File: config.mk
export PLATFORM = sky130hd
export DESIGN_NAME = rcos_clock_out
export DESIGN_NICKNAME = d
export VERILOG_FILES = /design/src/pkg/rcos_pkg.sv /design/src/rcos_clock_out.sv
export SDC_FILE = /design/constraint.sdc
export NUM_CORES = 1
export LEC_CHECK = 0
export ABC_AREA = 1
export BUFFER_PORTS_ARGS = -buffer_cell sky130_fd_sc_hd__buf_2
export CORE_MARGIN = 2
export CORE_UTILIZATION = 41
export CTS_CLUSTER_DIAMETER = 150
export CTS_CLUSTER_SIZE = 14
export DETAILED_ROUTE_END_ITERATION = 10
export GPL_ROUTABILITY_DRIVEN = 0
export PLACE_DENSITY_LB_ADDON = 0.05
export SLEW_MARGIN = 10
export SYNTH_ARGS = -nofsm -noshare
export SYNTH_HDL_FRONTEND = slang
export SYNTH_SLANG_ARGS = --single-unit
File: constraint.sdc
create_clock -name clk_i -period 1.7 [get_ports clk_i]
set_clock_uncertainty 0.15 [all_clocks]
set_input_delay 0.17 -clock clk_i [delete_from_list [all_inputs] [get_ports clk_i]]
set_output_delay 0.17 -clock clk_i [all_outputs]
set_load 0.05 [all_outputs]
File: src/pkg/rcos_pkg.sv
package rcos_pkg;
  // Strap bit positions within the three-pin strap group
  localparam int unsigned STRAP_SDRAM = 0;
  localparam int unsigned STRAP_SYS = 1;
  localparam int unsigned STRAP_PCI = 2;
  localparam int unsigned STRAP_W = 3;
  // Reset value of each clock enable: strap pull-up means enabled
  localparam logic EN_RESET = 1'b1;
  // Divider half-period count for the generated clocks
  localparam int unsigned DIV_HALF = 1;
  localparam int unsigned DIV_W = 4;
endpackage : rcos_pkg

File: src/rcos_clock_out.sv
// Notes on behaviour
// - Straps decide clock enables during reset
// - Disabled clock pin goes high impedance
// - Strap high enables, external pull-down disables
// - Original revision: low strap keeps Hi-Z
// - Corrected revision drives sdram, system clocks
// - Pin config bits disable clocks after boot
// - PCI clock still follows its strap
module rcos_clock_out #(
  parameter bit CORRECTED = 1'b1, // Corrected silicon revision
  parameter int unsigned HALF = rcos_pkg::DIV_HALF // Clock half period in cycles
) (
  // Clock and reset
  input wire logic clk_i,
  input wire logic resetn_i,
  input wire logic ce_i,
  // Reset sequence and straps
  input wire logic reset_seq_i,
  input wire logic [rcos_pkg::STRAP_W-1:0] strap_i,
  // Pin configuration disables
  input wire logic sdram_clock_disable_i,
  input wire logic system_clock_disable_i,
  // Clock pins
  output logic sdram_clock_out_o,
  output logic sdram_clock_oe_o,
  output logic system_clock_out_o,
  output logic system_clock_oe_o,
  output logic pci_clock_out_o,
  output logic pci_clock_oe_o
);
  // All module state in one record
  typedef struct packed {
    logic [rcos_pkg::DIV_W-1:0] div;
    logic clk;
    logic [rcos_pkg::STRAP_W-1:0] en;
    logic [rcos_pkg::STRAP_W-1:0] oe;
    logic [rcos_pkg::STRAP_W-1:0] out;
  } rcos_state_t;

  rcos_state_t state_q;
  rcos_state_t state_d;
  logic [rcos_pkg::STRAP_W-1:0] sw_dis;

  // Software disables only apply to sdram and system clocks
  assign sw_dis = {1'b0, system_clock_disable_i, sdram_clock_disable_i};

  // Next state
  always_comb begin
    state_d = state_q;
    // Free-running divider for the clock pins
    if (state_q.div == rcos_pkg::DIV_W'(HALF - 1)) begin
      state_d.div = '0;
      state_d.clk = ~state_q.clk;
    end else begin
      state_d.div = state_q.div + 1'b1;
    end
    if (reset_seq_i) begin
      // Strap sample; pull-up high enables, pull-down low disables
      state_d.en = strap_i;
      // Corrected part keeps sdram and system clocks running in reset
      if (CORRECTED) begin
        state_d.en[rcos_pkg::STRAP_SDRAM] = 1'b1;
        state_d.en[rcos_pkg::STRAP_SYS] = 1'b1;
      end
      // Pci clock always follows its strap
      state_d.en[rcos_pkg::STRAP_PCI] = strap_i[rcos_pkg::STRAP_PCI];
    end
    // Pins: drive only when enabled and not disabled by software
    for (int i = 0; i < rcos_pkg::STRAP_W; i++) begin
      // Original part: a low strap in reset holds Hi-Z until it rises
      state_d.oe[i] = state_d.en[i] & ~(sw_dis[i] & ~reset_seq_i);
      state_d.out[i] = state_d.oe[i] & state_d.clk;
    end
  end

  // State register
  always_ff @(posedge clk_i or negedge resetn_i) begin
    if (!resetn_i) begin
      state_q <= '{div: '0, clk: 1'b0, en: {rcos_pkg::STRAP_W{rcos_pkg::EN_RESET}}, oe: '0, out: '0};
    end else if (ce_i) begin
      state_q <= state_d;
    end
  end

  assign sdram_clock_out_o = state_q.out[rcos_pkg::STRAP_SDRAM];
  assign sdram_clock_oe_o = state_q.oe[rcos_pkg::STRAP_SDRAM];
  assign system_clock_out_o = state_q.out[rcos_pkg::STRAP_SYS];
  assign system_clock_oe_o = state_q.oe[rcos_pkg::STRAP_SYS];
  assign pci_clock_out_o = state_q.out[rcos_pkg::STRAP_PCI];
  assign pci_clock_oe_o = state_q.oe[rcos_pkg::STRAP_PCI];

  // Corrected part drives sdram clock throughout reset sequence
  a_sdram_in_reset: assert property (@(posedge clk_i) disable iff (!resetn_i)
    (CORRECTED && ce_i && reset_seq_i) |=> sdram_clock_oe_o)
    else $error("sdram clock not driven in reset");
  a_system_in_reset: assert property (@(posedge clk_i) disable iff (!resetn_i)
    (CORRECTED && ce_i && reset_seq_i) |=> system_clock_oe_o)
    else $error("system clock not driven in reset");
  a_pci_strap_low: assert property (@(posedge clk_i) disable iff (!resetn_i)
    (ce_i && reset_seq_i && !strap_i[rcos_pkg::STRAP_PCI]) |=> !pci_clock_oe_o)
    else $error("pci clock driven with low strap");
  a_sw_disable: assert property (@(posedge clk_i) disable iff (!resetn_i)
    (ce_i && !reset_seq_i && sdram_clock_disable_i) |=> !sdram_clock_oe_o && !sdram_clock_out_o)
    else $error("sdram clock driven while disabled");
  a_hiz_no_out: assert property (@(posedge clk_i) disable iff (!resetn_i)
    !pci_clock_oe_o |-> !pci_clock_out_o)
    else $error("pci clock toggles while released");
  // Pci strap high in reset must turn its pin on
  a_pci_strap_high: assert property (@(posedge clk_i) disable iff (!resetn_i)
    (ce_i && reset_seq_i && strap_i[rcos_pkg::STRAP_PCI]) |=> pci_clock_oe_o)
    else $error("pci clock released with high strap");
  // Original part: low strap in reset keeps sdram pin released
  a_orig_strap_low: assert property (@(posedge clk_i) disable iff (!resetn_i)
    (!CORRECTED && ce_i && reset_seq_i && !strap_i[rcos_pkg::STRAP_SDRAM]) |=> !sdram_clock_oe_o)
    else $error("sdram clock driven with low strap");
  // Enable low freezes every state bit, pins included
  a_ce_hold: assert property (@(posedge clk_i) disable iff (!resetn_i)
    !ce_i |=> $stable(state_q))
    else $error("state moved while clock enable low");
endmodule : rcos_clock_out

==> reports/results.ini <==
[critical_path]
cp-end-kind=flop
worstPathMaxFanout=4
cp.buffers_inverters=1
cp.arrival_ns=1.30
cp_data_required_time_ns=1.72
start_kind=flop
cp_common_cell=nand2_1
ff2ff_path_depth=7
worstSetupPathDepth=7
crit_family=flip-flops
path_cells=inv_1, ha_1, nand2_2, nand2_1, nand2_2, nand2_1, nand2_1
critPathSlowestCell=dfrtp_1
max_stage_delay_ns=0.40
crit_type=flop to flop

[sta]
holdWs_ns=0.01942
fin_crit_sh=0.7500
max_slew_margin=0.7947
worst_pin_slew_ns=0.3080
grt_setup_unrepaired=no
hold_viol=0
period_needed_ns=1.275
max_freq_mhz=784.3
tns_ns=0
setup_viol=0
slew_viol_final=0

[detailed_routing]
route.detailed.drc=0
via_per_inst=4.549
final_antenna_net_count=0
first_pass_iters=3
wl_per_cell_um=10.72
drt_wl_total_um=1093
drt_iter0_drc=2
num_vias=464

[outcome]
outcome=complete, no violations

[place]
dp_cells=97
port_buffers=12
dp.final_hpwl_um=832.2

[finish]
diodes=0
area_growth_pct=17.86
multi_input_comb_area_um2=245.2
utilization=0.5101
fin_cells=102
register_area_um2=354.1
drive_gt1_frac=0.3140
nFillCells=142
nNetsFinal=98

[synthesis]
ys.flop_type=dfrtp_1
ys_seq_area_frac=0.5495
synth_top_cell_area_share=0.4272
synth-edff-count=0
synth_cell_type_count=19
yosys.area.top_type=dfrtp_1
synth_most_common_cell=nand2_1
yosys_warnings=0
syn_inst=70
ys_ff_latch=14
ys_async_sr_fraction=1.000
ys_top_cells_by_area=dfrtp_1, nand2_1, dfstp_2
synth_fp_nets=81
ys_top_cells_by_count=nand2_1, dfrtp_1, inv_1
synth.avg_cell_area_um2=9.205
syn_area_um2=644.4

[cts]
cts_tree=built
numCtsBuffers=3
postCtsSetupRepairBufs=0
path_clk_slew_ns=0.09
cts-htree-levels=1
root_buffer=clkbuf_4
worstSkewPairLatency_ns=0.28
cts_sinks=14
cts_max_path_buffers=2

[floorplan]
start_util=0.4328
die-width_um=43.65
die_h_um=43.65
pin_count=15
die_area_mm2=0.001905
core_area_mm2=0.001489
num_rows=14

[pwr]
internal_power_uw=714.0
power_frac_seq=0.419
combinationalPowerShare=0.382
powerDensity_mw_per_mm2=1596
netSwitchingPower_uw=498.1
peakVddDrop_uv=784.0
p_clk_frac=0.199
p_leak_nw=0.4317
p_sw_frac=0.4109
power_mw=1.212

[global_route]
grt_pass1_vias=425
track_usage=0.1385
grt_pass1_wl_um=1863
grt_start_max_net_pins=15
grt_overflow=0
antenna_found_initial=0

[flow_run]
maxCapViolCount=0

[hold_path]
hold_depth=4
hp-class=input pin to flop

[worst min-delay path: cells and delay by family]
family	cells	cell delay, ns
buffers and inverters	1	0.07
AND/OR/NAND/NOR	3	0.16
[area by class of cell]
class,count,share of cell area
repair buffers,13,0.09226
well taps,16,0.02636
flip-flops and latches,14,0.4662
inverters,9,0.04448
clock buffers,4,0.04778
multi-input cells,46,0.3229
[state kept, by name (all words and copies together), names as in the netlist]
signal	count
pci_clock_out_o	1
state_q	8
system_clock_out_o	1
sdram_clock_out_o	1
pci_clock_oe_o	1
sdram_clock_oe_o	1
system_clock_oe_o	1
[per-stage QoR]
step	area (µm²)	setup slack, ns
6_report	759.5	0.4249
3_3_place_gp	713.2	0.4485
3_5_place_dp	713.2	0.4246
5_1_grt	759.5	0.3106
4_1_cts	759.5	0.4093
2_1_floorplan	644.4	0.5309
[placed cells by master, fill, tap and decap left out]
cell type / netlist / routed
buf_2: 0 / 12
nand2_2: 2 / 2
clkbuf_8: 0 / 1
xnor2_2: 1 / 1
o21ai_0: 3 / 3
dfrtp_1: 11 / 11
o21ai_2: 1 / 1
nor2_1: 2 / 2
o21ai_1: 1 / 1
inv_1: 8 / 8
nand3_1: 3 / 3
nand2_4: 1 / 1
nor2_2: 2 / 2
inv_2: 1 / 1
nand2_1: 25 / 25
ha_1: 2 / 2
dfstp_2: 3 / 3
a21o_1: 1 / 1
xnor2_1: 1 / 1
nand4_1: 1 / 1
clkbuf_4: 0 / 3
dlygate4sd3_1: 0 / 1
[what timing repair did]
action / in CTS / in global routing
hold buffers: 1 / 0
endpoints found under the hold margin: 14 / 0
gates resized for setup: 0 / 0
[routing by layer]
metal | routed length (µm) | vias up | GRT usage
li1 | - | 249 | -
met1 | 516 | 205 | 0.1867
met2 | 519 | 8 | 0.2029
met3 | 46 | 2 | 0.05000
met4 | 10 | 0 | 0.05455
met5 | 0 | - | 0
[worst paths after layout]
path,startpoint,endpoint,slack (ns)
worst max-delay path,state_q[10]$_DFFE_PN0P_,system_clock_out_o$_DFFE_PN0P_,0.42
worst min-delay path,system_clock_disable_i,system_clock_oe_o$_DFFE_PN0P_,0.02
worst max register to register,state_q[10]$_DFFE_PN0P_,system_clock_out_o$_DFFE_PN0P_,0.42
worst min register to register,state_q[6]$_DFFE_PN1P_,state_q[6]$_DFFE_PN1P_,0.31
max in group asynchronous,resetn_i,state_q[8]$_DFFE_PN1P_,0.96
min in group asynchronous,resetn_i,state_q[13]$_DFFE_PN0P_,0.15
[cell families after synthesis]
family / share of synthesized area
xor gates and xnor gates: 0.03884
adders and majority gates: 0.03883
AOI/OAI and AO/OA: 0.05630
DFF: 0.5495
buffers and inverters: 0.06990
and+or+nand+nor: 0.2466
[power groups by stage]
stage                     Clock (mW)  Combinational [mW]  Sequential (mW)
after floorplan                    0               0.240            0.635
after global placement             0               0.462            0.509
after detailed placement           0               0.468            0.516
after CTS                      0.251               0.472            0.510
after global routing           0.270               0.516            0.525
final                          0.241               0.463            0.508
Power figures use the tool's default switching activity.
